### src/shared/ssim_pkg.sv
// Shared constants for the synchronous serial port, I2C master transmit side
package ssim_pkg;

  // Clock and default bit rate
  localparam int unsigned CLK_HZ = 50_000_000;
  localparam int unsigned I2C_DEFAULT_HZ = 100_000;
  // One bit is four quarter periods; divider reloads at quarter - 1
  localparam int unsigned QTR_CYCLES = CLK_HZ / (4 * I2C_DEFAULT_HZ);

  // Register indices; byte address is four times the index
  localparam logic [11:0] IDX_STATUS = 12'h18f;
  localparam logic [11:0] IDX_CTRL = 12'h190;
  localparam logic [11:0] IDX_IRQ = 12'h191;
  localparam logic [11:0] IDX_BUF = 12'h192;
  localparam logic [11:0] IDX_BAUD = 12'h193;

  // Status register fields
  localparam int STAT_SMP = 7;
  localparam int STAT_CKE = 6;
  localparam int STAT_STOP = 4;
  localparam int STAT_START = 3;
  localparam int STAT_RW = 2;
  localparam int STAT_BF = 0;
  localparam logic [7:0] STATUS_RST = 8'h00;

  // Control register fields
  localparam int CTRL_START = 0;
  localparam int CTRL_RESTART = 1;
  localparam int CTRL_STOP = 2;
  localparam int CTRL_SPI = 4;
  localparam int CTRL_EN = 5;
  localparam int CTRL_WRITE_COLLISION_FLAG = 7;

  // Event register fields
  localparam int IRQ_FLAG = 0;
  localparam int IRQ_ACK = 1;

  // Baud reset value and bit counts
  localparam logic [7:0] BAUD_RST = 8'(QTR_CYCLES - 1);
  localparam logic [3:0] LAST_DATA_BIT = 4'h7;
  localparam logic [3:0] ACK_BIT = 4'h8;

  // Quarter positions within one bit
  localparam logic [1:0] Q0 = 2'h0;
  localparam logic [1:0] Q1 = 2'h1;
  localparam logic [1:0] Q2 = 2'h2;
  localparam logic [1:0] Q3 = 2'h3;

  // Engine states
  typedef enum logic [2:0] {
    ST_IDLE, ST_START, ST_RESTART, ST_STOP, ST_BYTE, ST_HOLD, ST_SPI
  } ssim_state_t;

endpackage

### src/rtl/ssim_sync.sv
`timescale 1ns/100ps
`default_nettype none
// Two-flop synchroniser for pin inputs
module ssim_sync #(
  parameter int W = 4,
  parameter logic [W-1:0] RST = '1
) (
  // Clock and reset
  input wire logic pclk,
  input wire logic presetn,
  // Asynchronous in, synchronised out
  input wire logic [W-1:0] d,
  output logic [W-1:0] q
);

  // First stage, read only by the second
  logic [W-1:0] meta_q;

  // Both stages reset to the idle pin level
  always_ff @(posedge pclk or negedge presetn) begin
    if (!presetn) begin
      meta_q <= RST;
      q <= RST;
    end else begin
      meta_q <= d;
      q <= meta_q;
    end
  end

endmodule
`default_nettype wire

### src/rtl/ssim_top.sv
// Contract
// buffer write sets full, eight shifted clears
// write while shifting sets collision, discarded
// software clears collision flag itself
// ninth-bit acknowledge stored, 1 means none
// start request makes start, then flag
// software clears event flag each time
// start hold time before next operation
// buffer write starts shifting, MSB first
// flag set after ninth clock
// stop request makes stop, auto-cleared
// restart request makes restart, auto-cleared
// flag set after stop or restart
// after byte, clock held low, SDA free
// SPI sample phase: end or middle
// sample phase clear as SPI slave
// I2C sample phase selects slew control
// SPI clock edge selects launch edge
// data/address bit reserved in master
// stop-seen bit reads last stop condition
// SPI bit counter zeroed by select/enable
// SPI slave with edge set uses select
// start request initiates start, auto-cleared
// other status flags are read-only
//
// Chosen here: register access over APB.
`timescale 1ns/100ps
`default_nettype none
module ssim_top (
  // Clock and reset
  input wire logic pclk,
  input wire logic presetn,
  // APB slave
  input wire logic psel,
  input wire logic penable,
  input wire logic pwrite,
  input wire logic [11:0] paddr,
  input wire logic [31:0] pwdata,
  output logic [31:0] prdata,
  output logic pready,
  output logic pslverr,
  // Clock pin: open drain in I2C, push-pull clock in SPI
  input wire logic scl_i,
  output logic scl_o,
  output logic scl_oe,
  // Data pin: open drain in I2C, data out in SPI
  input wire logic sda_i,
  output logic sda_o,
  output logic sda_oe,
  // SPI data in and slave select
  input wire logic sdi_i,
  input wire logic ss_n_i,
  // Pad controls
  output logic slew_ctrl_en,
  output logic smbus_in_en
);

  // Byte address of a register index
  function automatic logic [11:0] addr_of(input logic [11:0] idx);
    addr_of = {idx[9:0], 2'b00};
  endfunction

  // Synchronised pins
  logic scl_s, sda_s, sdi_s, ss_n_s;

  // Pins cross from outside; all idle high
  ssim_sync #(.W(4), .RST(4'hf)) u_sync (
    .pclk(pclk),
    .presetn(presetn),
    .d({scl_i, sda_i, sdi_i, ss_n_i}),
    .q({scl_s, sda_s, sdi_s, ss_n_s})
  );

  // Software-visible state
  logic smp_q, cke_q;             // Sample phase and clock edge
  logic en_q, spi_q;              // Port enable and mode
  logic start_req_q, restart_req_q, stop_req_q;
  logic write_collision_flag_q, irq_q, ack_q, bf_q;
  logic start_seen_q, stop_seen_q;
  logic [7:0] buf_q, baud_q;

  // Engine state
  ssim_pkg::ssim_state_t state_q, state_d;
  logic [1:0] qtr_q, qtr_d;       // Quarter within bit or condition step
  logic [3:0] bitn_q, bitn_d;     // Bit counter
  logic [7:0] sr_q, sr_d;         // Shift register
  logic [7:0] rx_q, rx_d;         // SPI receive shift
  logic [7:0] div_q;              // Quarter divider
  logic scl_o_d, scl_oe_d, sda_o_d, sda_oe_d;
  logic ack_d;
  logic scl_o_q, scl_oe_q, sda_o_q, sda_oe_q; // Pin registers feed the outputs

  // Engine events
  logic irq_set, bf_clr, spi_done, start_done, stop_done;
  logic clr_start, clr_restart, clr_stop;

  // APB registered answer
  logic pready_q, pslverr_q;
  logic [31:0] prdata_q;

  // Bus decode
  wire setup_acc = psel & penable & ~pready_q;
  wire access = psel & penable & pready_q;
  wire hit_status = paddr == addr_of(ssim_pkg::IDX_STATUS);
  wire hit_ctrl = paddr == addr_of(ssim_pkg::IDX_CTRL);
  wire hit_irq = paddr == addr_of(ssim_pkg::IDX_IRQ);
  wire hit_buf = paddr == addr_of(ssim_pkg::IDX_BUF);
  wire hit_baud = paddr == addr_of(ssim_pkg::IDX_BAUD);
  wire hit_any = hit_status | hit_ctrl | hit_irq | hit_buf | hit_baud;
  wire wr = access & pwrite;
  wire wr_status = wr & hit_status;
  wire wr_ctrl = wr & hit_ctrl;
  wire wr_irq = wr & hit_irq;
  wire wr_buf = wr & hit_buf;
  wire wr_baud = wr & hit_baud;

  // Engine at rest: idle, or holding the bus between bytes
  wire st_idle = state_q == ssim_pkg::ST_IDLE;
  wire st_hold = state_q == ssim_pkg::ST_HOLD;
  // Buffer accepted only when nothing is shifting
  wire buf_ok = en_q & (spi_q ? st_idle : st_hold);
  wire write_collision_flag_set = wr_buf & ~buf_ok;
  // Divider frozen while at rest, so SCL stays low in hold
  wire run = ~st_idle & ~st_hold;
  wire tick = run & (div_q == baud_q);

  // SPI launch and sample quarters
  wire [1:0] launch_qtr = cke_q ? ssim_pkg::Q2 : ssim_pkg::Q0;
  wire [1:0] sample_qtr = smp_q ? 2'(launch_qtr + ssim_pkg::Q3)
                                : 2'(launch_qtr + ssim_pkg::Q2);
  wire spi_sample = tick & (qtr_q == sample_qtr);
  wire [7:0] rx_nx = spi_sample ? {rx_q[6:0], sdi_s} : rx_q;
  // SPI reset: select high or port off
  wire spi_abort = spi_q & (ss_n_s | ~en_q);

  // Status read value; data/address bit reserved in master
  wire [7:0] status_rd = {smp_q, cke_q, 1'b0,
                          stop_seen_q & ~spi_q, start_seen_q & ~spi_q,
                          state_q == ssim_pkg::ST_BYTE, 1'b0, bf_q};
  wire [7:0] ctrl_rd = {write_collision_flag_q, 1'b0, en_q, spi_q, 1'b0,
                        stop_req_q, restart_req_q, start_req_q};
  wire [7:0] irq_rd = {6'h00, ack_q, irq_q};
  wire [7:0] rd_byte = hit_status ? status_rd :
                       hit_ctrl ? ctrl_rd :
                       hit_irq ? irq_rd :
                       hit_buf ? buf_q :
                       hit_baud ? baud_q : 8'h00;

  // Engine next state
  always_comb begin
    state_d = state_q;
    qtr_d = qtr_q;
    bitn_d = bitn_q;
    sr_d = sr_q;
    rx_d = rx_nx;
    scl_o_d = scl_o_q;
    scl_oe_d = scl_oe_q;
    sda_o_d = sda_o_q;
    sda_oe_d = sda_oe_q;
    ack_d = ack_q;
    irq_set = 1'b0;
    bf_clr = 1'b0;
    spi_done = 1'b0;
    start_done = 1'b0;
    stop_done = 1'b0;
    clr_start = 1'b0;
    clr_restart = 1'b0;
    clr_stop = 1'b0;
    if (tick) begin
      qtr_d = 2'(qtr_q + 2'h1);
    end
    case (state_q)
      ssim_pkg::ST_IDLE: begin
        // I2C floats both lines; SPI drives clock low and data only when the port is enabled
        scl_o_d = 1'b0;
        sda_o_d = spi_q ? sda_o_q : 1'b0;
        scl_oe_d = spi_q & en_q;
        sda_oe_d = spi_q & en_q;
        qtr_d = ssim_pkg::Q0;
        bitn_d = 4'h0;
        if (en_q & ~spi_q & start_req_q) begin
          state_d = ssim_pkg::ST_START;
        end else if (buf_ok & wr_buf) begin
          // SPI: edge-set mode presents MSB before first clock
          state_d = ssim_pkg::ST_SPI;
          sr_d = cke_q ? {pwdata[6:0], 1'b0} : pwdata[7:0];
          sda_o_d = cke_q ? pwdata[7] : sda_o_q;
        end
      end
      ssim_pkg::ST_START: begin
        // SDA falls with SCL high, then a hold quarter, then SCL low
        if (tick) begin
          case (qtr_q)
            ssim_pkg::Q0: sda_oe_d = 1'b1;
            ssim_pkg::Q1: sda_oe_d = 1'b1;
            default: begin
              scl_oe_d = 1'b1;
              irq_set = 1'b1;
              clr_start = 1'b1;
              start_done = 1'b1;
              state_d = ssim_pkg::ST_HOLD;
            end
          endcase
        end
      end
      ssim_pkg::ST_RESTART: begin
        // Release SDA, release SCL, SDA low, SCL low
        if (tick) begin
          case (qtr_q)
            ssim_pkg::Q0: sda_oe_d = 1'b0;
            ssim_pkg::Q1: scl_oe_d = 1'b0;
            ssim_pkg::Q2: begin
              // A stretching slave keeps the step waiting
              if (scl_s) begin
                sda_oe_d = 1'b1;
              end else begin
                qtr_d = qtr_q;
              end
            end
            default: begin
              scl_oe_d = 1'b1;
              irq_set = 1'b1;
              clr_restart = 1'b1;
              start_done = 1'b1;
              state_d = ssim_pkg::ST_HOLD;
            end
          endcase
        end
      end
      ssim_pkg::ST_STOP: begin
        // SDA low, release SCL, release SDA with SCL high
        if (tick) begin
          case (qtr_q)
            ssim_pkg::Q0: sda_oe_d = 1'b1;
            ssim_pkg::Q1: scl_oe_d = 1'b0;
            ssim_pkg::Q2: sda_oe_d = 1'b0;
            default: begin
              irq_set = 1'b1;
              clr_stop = 1'b1;
              stop_done = 1'b1;
              state_d = ssim_pkg::ST_IDLE;
            end
          endcase
        end
      end
      ssim_pkg::ST_BYTE: begin
        // Eight data bits MSB first, then the acknowledge clock
        if (tick) begin
          case (qtr_q)
            ssim_pkg::Q0: begin
              sda_oe_d = (bitn_q == ssim_pkg::ACK_BIT) ? 1'b0 : ~sr_q[7];
            end
            ssim_pkg::Q1: scl_oe_d = 1'b0;
            ssim_pkg::Q2: begin
              if (!scl_s) begin
                qtr_d = qtr_q;
              end else if (bitn_q == ssim_pkg::ACK_BIT) begin
                ack_d = sda_s;
              end
            end
            default: begin
              scl_oe_d = 1'b1;
              sr_d = {sr_q[6:0], 1'b0};
              bitn_d = 4'(bitn_q + 4'h1);
              if (bitn_q == ssim_pkg::LAST_DATA_BIT) begin
                bf_clr = 1'b1;
              end
              if (bitn_q == ssim_pkg::ACK_BIT) begin
                irq_set = 1'b1;
                sda_oe_d = 1'b0;
                state_d = ssim_pkg::ST_HOLD;
              end
            end
          endcase
        end
      end
      ssim_pkg::ST_HOLD: begin
        // Bus owned: SCL low, SDA held low after start or restart and floating after a byte, divider stopped
        scl_oe_d = 1'b1;
        qtr_d = ssim_pkg::Q0;
        bitn_d = 4'h0;
        if (buf_ok & wr_buf) begin
          state_d = ssim_pkg::ST_BYTE;
          sr_d = pwdata[7:0];
        end else if (restart_req_q) begin
          state_d = ssim_pkg::ST_RESTART;
        end else if (stop_req_q) begin
          state_d = ssim_pkg::ST_STOP;
        end
      end
      ssim_pkg::ST_SPI: begin
        // Clock rises at Q0 and falls at Q2
        if (tick) begin
          if (qtr_q == ssim_pkg::Q0) begin
            scl_o_d = 1'b1;
          end
          if (qtr_q == ssim_pkg::Q2) begin
            scl_o_d = 1'b0;
          end
          if (qtr_q == launch_qtr) begin
            sda_o_d = sr_q[7];
            sr_d = {sr_q[6:0], 1'b0};
          end
          if (qtr_q == ssim_pkg::Q3) begin
            bitn_d = 4'(bitn_q + 4'h1);
            if (bitn_q == ssim_pkg::LAST_DATA_BIT) begin
              bf_clr = 1'b1;
              irq_set = 1'b1;
              spi_done = 1'b1;
              state_d = ssim_pkg::ST_IDLE;
            end
          end
        end
      end
      default: state_d = ssim_pkg::ST_IDLE;
    endcase
    // Port off releases the I2C lines at once
    if (~en_q & ~spi_q) begin
      state_d = ssim_pkg::ST_IDLE;
      scl_oe_d = 1'b0;
      sda_oe_d = 1'b0;
    end
    // SPI reset zeroes the bit counter and stops the transfer
    if (spi_abort) begin
      state_d = ssim_pkg::ST_IDLE;
      bitn_d = 4'h0;
      scl_o_d = 1'b0;
    end
  end

  // Engine registers
  always_ff @(posedge pclk or negedge presetn) begin
    if (!presetn) begin
      state_q <= ssim_pkg::ST_IDLE;
      qtr_q <= ssim_pkg::Q0;
      bitn_q <= 4'h0;
      sr_q <= 8'h00;
      rx_q <= 8'h00;
      scl_o_q <= 1'b0;
      scl_oe_q <= 1'b0;
      sda_o_q <= 1'b0;
      sda_oe_q <= 1'b0;
      ack_q <= 1'b0;
    end else begin
      state_q <= state_d;
      qtr_q <= qtr_d;
      bitn_q <= bitn_d;
      sr_q <= sr_d;
      rx_q <= rx_d;
      scl_o_q <= scl_o_d;
      scl_oe_q <= scl_oe_d;
      sda_o_q <= sda_o_d;
      sda_oe_q <= sda_oe_d;
      ack_q <= ack_d;
    end
  end

  // Quarter divider; restarts whenever the engine rests
  always_ff @(posedge pclk or negedge presetn) begin
    if (!presetn) begin
      div_q <= 8'h00;
    end else begin
      div_q <= (tick | ~run) ? 8'h00 : 8'(div_q + 8'h01);
    end
  end

  // Request bits: accepted only where legal, cleared when the condition ends
  wire req_start_ok = wr_ctrl & pwdata[ssim_pkg::CTRL_START] & st_idle
                      & pwdata[ssim_pkg::CTRL_EN] & ~pwdata[ssim_pkg::CTRL_SPI];
  wire req_restart_ok = wr_ctrl & pwdata[ssim_pkg::CTRL_RESTART] & st_hold & ~stop_req_q;
  wire req_stop_ok = wr_ctrl & pwdata[ssim_pkg::CTRL_STOP] & st_hold & ~restart_req_q;

  // Control register and requests
  always_ff @(posedge pclk or negedge presetn) begin
    if (!presetn) begin
      en_q <= 1'b0;
      spi_q <= 1'b0;
      start_req_q <= 1'b0;
      restart_req_q <= 1'b0;
      stop_req_q <= 1'b0;
      write_collision_flag_q <= 1'b0;
    end else begin
      if (wr_ctrl) begin
        en_q <= pwdata[ssim_pkg::CTRL_EN];
        spi_q <= pwdata[ssim_pkg::CTRL_SPI];
      end
      start_req_q <= (start_req_q & ~clr_start) | req_start_ok;
      restart_req_q <= (restart_req_q & ~clr_restart) | req_restart_ok;
      stop_req_q <= (stop_req_q & ~clr_stop) | req_stop_ok;
      // Collision: only software clears it; a new collision wins
      write_collision_flag_q <= (write_collision_flag_q & ~(wr_ctrl & ~pwdata[ssim_pkg::CTRL_WRITE_COLLISION_FLAG])) | write_collision_flag_set;
    end
  end

  // Status, event flag, buffer and baud registers
  always_ff @(posedge pclk or negedge presetn) begin
    if (!presetn) begin
      smp_q <= ssim_pkg::STATUS_RST[ssim_pkg::STAT_SMP];
      cke_q <= ssim_pkg::STATUS_RST[ssim_pkg::STAT_CKE];
      bf_q <= ssim_pkg::STATUS_RST[ssim_pkg::STAT_BF];
      start_seen_q <= ssim_pkg::STATUS_RST[ssim_pkg::STAT_START];
      stop_seen_q <= ssim_pkg::STATUS_RST[ssim_pkg::STAT_STOP];
      irq_q <= 1'b0;
      buf_q <= 8'h00;
      baud_q <= ssim_pkg::BAUD_RST;
    end else begin
      // Only the two mode bits take writes
      if (wr_status) begin
        smp_q <= pwdata[ssim_pkg::STAT_SMP];
        cke_q <= pwdata[ssim_pkg::STAT_CKE];
      end
      // Buffer full: load sets, end of eighth bit clears
      bf_q <= (bf_q & ~bf_clr) | (wr_buf & buf_ok);
      start_seen_q <= (start_seen_q | start_done) & ~stop_done;
      stop_seen_q <= (stop_seen_q | stop_done) & ~start_done;
      // Event flag: hardware set wins over a software clear
      irq_q <= (irq_q & ~(wr_irq & ~pwdata[ssim_pkg::IRQ_FLAG])) | irq_set;
      // Rejected writes leave the buffer untouched
      if (wr_buf & buf_ok) begin
        buf_q <= pwdata[7:0];
      end else if (spi_done) begin
        buf_q <= rx_nx;
      end
      if (wr_baud) begin
        baud_q <= pwdata[7:0];
      end
    end
  end

  // APB answer one wait cycle after the access phase opens
  always_ff @(posedge pclk or negedge presetn) begin
    if (!presetn) begin
      pready_q <= 1'b0;
      pslverr_q <= 1'b0;
      prdata_q <= 32'h0000_0000;
    end else begin
      pready_q <= setup_acc;
      pslverr_q <= setup_acc & ~hit_any;
      prdata_q <= (setup_acc & ~pwrite) ? {24'h00_0000, rd_byte} : 32'h0000_0000;
    end
  end

  // Pad controls: slew limiting only for fast I2C
  always_ff @(posedge pclk or negedge presetn) begin
    if (!presetn) begin
      slew_ctrl_en <= 1'b0;
      smbus_in_en <= 1'b0;
    end else begin
      slew_ctrl_en <= ~spi_q & ~smp_q;
      smbus_in_en <= ~spi_q & cke_q;
    end
  end

  // Outputs
  assign prdata = prdata_q;
  assign pready = pready_q;
  assign pslverr = pslverr_q;
  assign scl_o = scl_o_q;
  assign scl_oe = scl_oe_q;
  assign sda_o = sda_o_q;
  assign sda_oe = sda_oe_q;

endmodule
`default_nettype wire

### config.mk
export PLATFORM = sky130hd
export DESIGN_NAME = ssim_top
export DESIGN_NICKNAME = d
export VERILOG_FILES = /design/src/shared/ssim_pkg.sv /design/src/rtl/ssim_sync.sv /design/src/rtl/ssim_top.sv
export SDC_FILE = /design/constraint.sdc
export NUM_CORES = 1
export LEC_CHECK = 0
export BUFFER_PORTS_ARGS = -buffer_cell sky130_fd_sc_hd__buf_2
export CORE_UTILIZATION = 50
export CTS_BUF_LIST = sky130_fd_sc_hd__clkbuf_4 sky130_fd_sc_hd__clkbuf_8 sky130_fd_sc_hd__clkbuf_16
export CTS_CLUSTER_SIZE = 30
export DETAILED_ROUTE_END_ITERATION = 12
export PLACE_DENSITY = 0.73
export SLEW_MARGIN = 20
export SYNTH_ARGS = -nofsm -noshare
export SYNTH_HDL_FRONTEND = slang
export SYNTH_HIERARCHICAL = 1
export SYNTH_SLANG_ARGS = --single-unit
### constraint.sdc
create_clock -name pclk -period 2.5 [get_ports pclk]
set_input_delay 0.25 -clock pclk [delete_from_list [all_inputs] [get_ports pclk]]
set_output_delay 0.25 -clock pclk [all_outputs]
set_load 0.005 [all_outputs]
==> results_dict.tcl <==
set metrics [dict create \
    path_cells "inv_1, ha_1, o21ai_0, mux2_2, o221ai_1, a211o_1, mux2_4" \
    startpoint "qtr_q[0]" \
    synth.area.top_cells "dfrtp_1, dfstp_2, mux2i_1, buf_4, nand2_1" \
    final_area_um2 5420 \
    hold_path_depth 3 \
    hold_class "in -> reg" \
    yosysSeqAreaShare_pct 45.5 \
    ys_types 66 \
    rsz0062_at_grt "false" \
    yosysTopAreaCell "dfrtp_1" \
    grt_pass1_vias 3653 \
    dieWidth_um 99.6 \
    maxCapViolCount 0 \
    status "finished, final reports clean" \
    antenna_left 0 \
    netlist_area_um2 4770 \
    clk_path_buf_depth 2 \
    placed_cells 648 \
    worstPathMaxFanout 8 \
    coreArea_um2 9240 \
    tns_ns 0 \
    nFillCells 779 \
    min_from "penable" \
    hpwl_um 8340 \
    postPlaceCellArea_um2 5130 \
    worstSkewPairLatency_ns 0.35 \
    grt_start_max_net_pins 48 \
    ioPinCount 93 \
    hold_viol 0 \
    relSlewSlack_pct 46.4 \
    synthSimpleGateAreaFrac_pct 17.9 \
    fin_nets 595 \
    setup_viol 0 \
    std_cell_rows 35 \
    drt_iter0_drc 319 \
    track_usage_pct 24.7 \
    grt_first_pass_wirelength_um 18800 \
    critPathRequiredTime_ns 2.74 \
    numClockSinks 86 \
    clockRootBuffer "clkbuf_8" \
    io_buffer_count 44 \
    path_class "reg -> reg" \
    tritoncts "done" \
    diodes 0 \
    start_util_pct 51.6 \
    ys_async_sr_fraction_pct 100 \
    grt_remaining_overflow 0 \
    r2r_start "qtr_q[0]" \
    slowest_stage "dfrtp_1" \
    synth.area.mux_share_pct 10.3 \
    synth_top_area_share_pct 38.3 \
    vias 3888 \
    htree_levels 3 \
    synth.most_common_cell "dfrtp_1" \
    ys_warn_count 6 \
    die_height_um 99.6 \
    finalMaxSlewViolations 0 \
    place.gp.congestion 0.908 \
    crit_arrival_ns 2.51 \
    numCtsBuffers 9 \
    period_minus_slack_ns 2.27 \
    finalCritPeriodShare_pct 90.7 \
    r2r-end "state_q[1]" \
    syn_area_per_cell_um2 9.97 \
    synth_flop_cell "dfrtp_1" \
    hold_slack_ns 0.206 \
    p_leak_nw 2.49 \
    ir_drop_mv 0.478 \
    area_delta_synth_final_pct 13.6 \
    clk_pin_slew_ns 0.09 \
    worstMarginPinSlew_ns 0.797 \
    wl_per_cell_um 17.3 \
    start_kind "register" \
    fmax_mhz 441 \
    slowest_delay_ns 0.47 \
    finalWirelength_um 11600 \
    drt_pre_antenna_iters 8 \
    r2r_setup_slack_ns 0.23 \
    fp.dieArea_um2 9930 \
    hold_end "pready" \
    synth_xor_area_share_pct 3.31 \
    finClkSkew_ns 0.00777 \
    vias_per_cell 5.81 \
    drive_above_1_share_pct 20.4 \
    synth-seq-cells 86 \
    synth_fa_ha_area_share_pct 1.84 \
    synth_top_family_by_area "simple AND/OR/NAND/NOR gates" \
    synth_compound_area_share_pct 13.4 \
    postSynthCellCount 478 \
    synth_edf_count 0 \
    post_cts_resized 0 \
    grt_antenna_before_repair 0 \
    drc 0 \
    powerDensity_nw_per_um2 815 \
    worst_setup_path_end_kind "register" \
    r2r_cells 7 \
    layout.cells.non_filler 669 \
    yosys-top-cells-count "dfrtp_1, nand2_1, nor2_1, inv_1, buf_4" \
    final_util_pct 58.6 \
]
-- timing repair --
action,CTS,global route
hold endpoints to repair,37,0
buffers inserted,0,0
hold buffers,5,0
-- power by group --
part	total [mW]	switching (mW)	leakage, nW	internal, mW
clock	1.14	0.508	0.121	0.635
combinational	1.54	0.904	1.34	0.635
sequential	1.73	0.137	1.03	1.60
total	4.41	1.55	2.49	2.87
-- placed cells by master, fill, tap and decap left out, types with 10 or more instances in the layout --
master / n
buf_4: 19
mux2i_1: 20
nand2_1: 37
dfstp_2: 13
o21ai_0: 19
dfrtp_1: 73
xnor2_1: 12
conb_1: 24
nand4_1: 10
o211ai_1: 10
nor2_1: 30
nand3_1: 23
mux2_1: 12
buf_2: 43
clkbuf_8: 11
inv_1: 28
a21oi_1: 13
-- final cells by class --
class / count / area [um^2] / share of cell area (%)
flip-flops and latches: 86 / 2170 / 40.0
multi-input cells: 342 / 2320 / 42.8
inverters: 28 / 105 / 1.94
repair buffers: 68 / 428 / 7.90
clock inverters: 4 / 77.6 / 1.43
well taps: 129 / 161 / 2.98
clock buffers: 12 / 159 / 2.93
-- worst max path at each step --
stage | end | slack, ns | depth (start not counted)
5_1_grt | state_q[1] | 0.13 | 7
3_5_place_dp | state_q[1] | 0.29 | 7
6_report | state_q[1] | 0.23 | 7
4_1_cts | state_q[1] | 0.27 | 7
3_3_place_gp | cke_q | 0.35 | 5
2_1_floorplan | state_q[0] | 0.42 | 5
-- metal layers --
layer,wire (um),global-route usage (%),up-vias
li1,-,-,1790
met1,4970,33.5,1845
met2,5250,37.9,220
met3,940,5.06,33
met4,388,12.0,0
met5,0,0,-
-- worst max-delay path, delay by kind of cell (launching register included) --
| kind | cells | cell delay, ns |
|---|---|---|
| buffers and inverters | 1 | 0.15 |
| adder cells (fa/ha/maj) | 1 | 0.33 |
| multiplexers | 2 | 0.60 |
| flip-flops | 1 | 0.47 |
| AO/OA/AOI/OAI | 3 | 0.60 |
-- state kept, by name (all words and copies together) (netlist names), 2 cells and up --
signal,cells
state_q,3
bitn_q,4
baud_q,8
prdata,8
rx_q,8
u_sync/meta_q,4
qtr_q,2
u_sync/q,4
buf_q,8
sr_q,8
div_q,8
-- per-stage QoR --
| step | power [mW] | setup WS, ns |
|---|---|---|
| floorplan | 2.83 | 0.420 |
| global placement | 3.21 | 0.348 |
| finish | 4.41 | 0.233 |
| global route | 4.67 | 0.129 |
| detailed placement | 3.26 | 0.292 |
| CTS | 4.41 | 0.267 |
-- kinds of logic after synthesis --
family	after synthesis
compound gates	91
xor+xnor	18
simple gates	158
fa+ha+maj	7
other cells	1
buf+inv	73
mux	44
flops	86
Power figures use the tool's default switching activity.
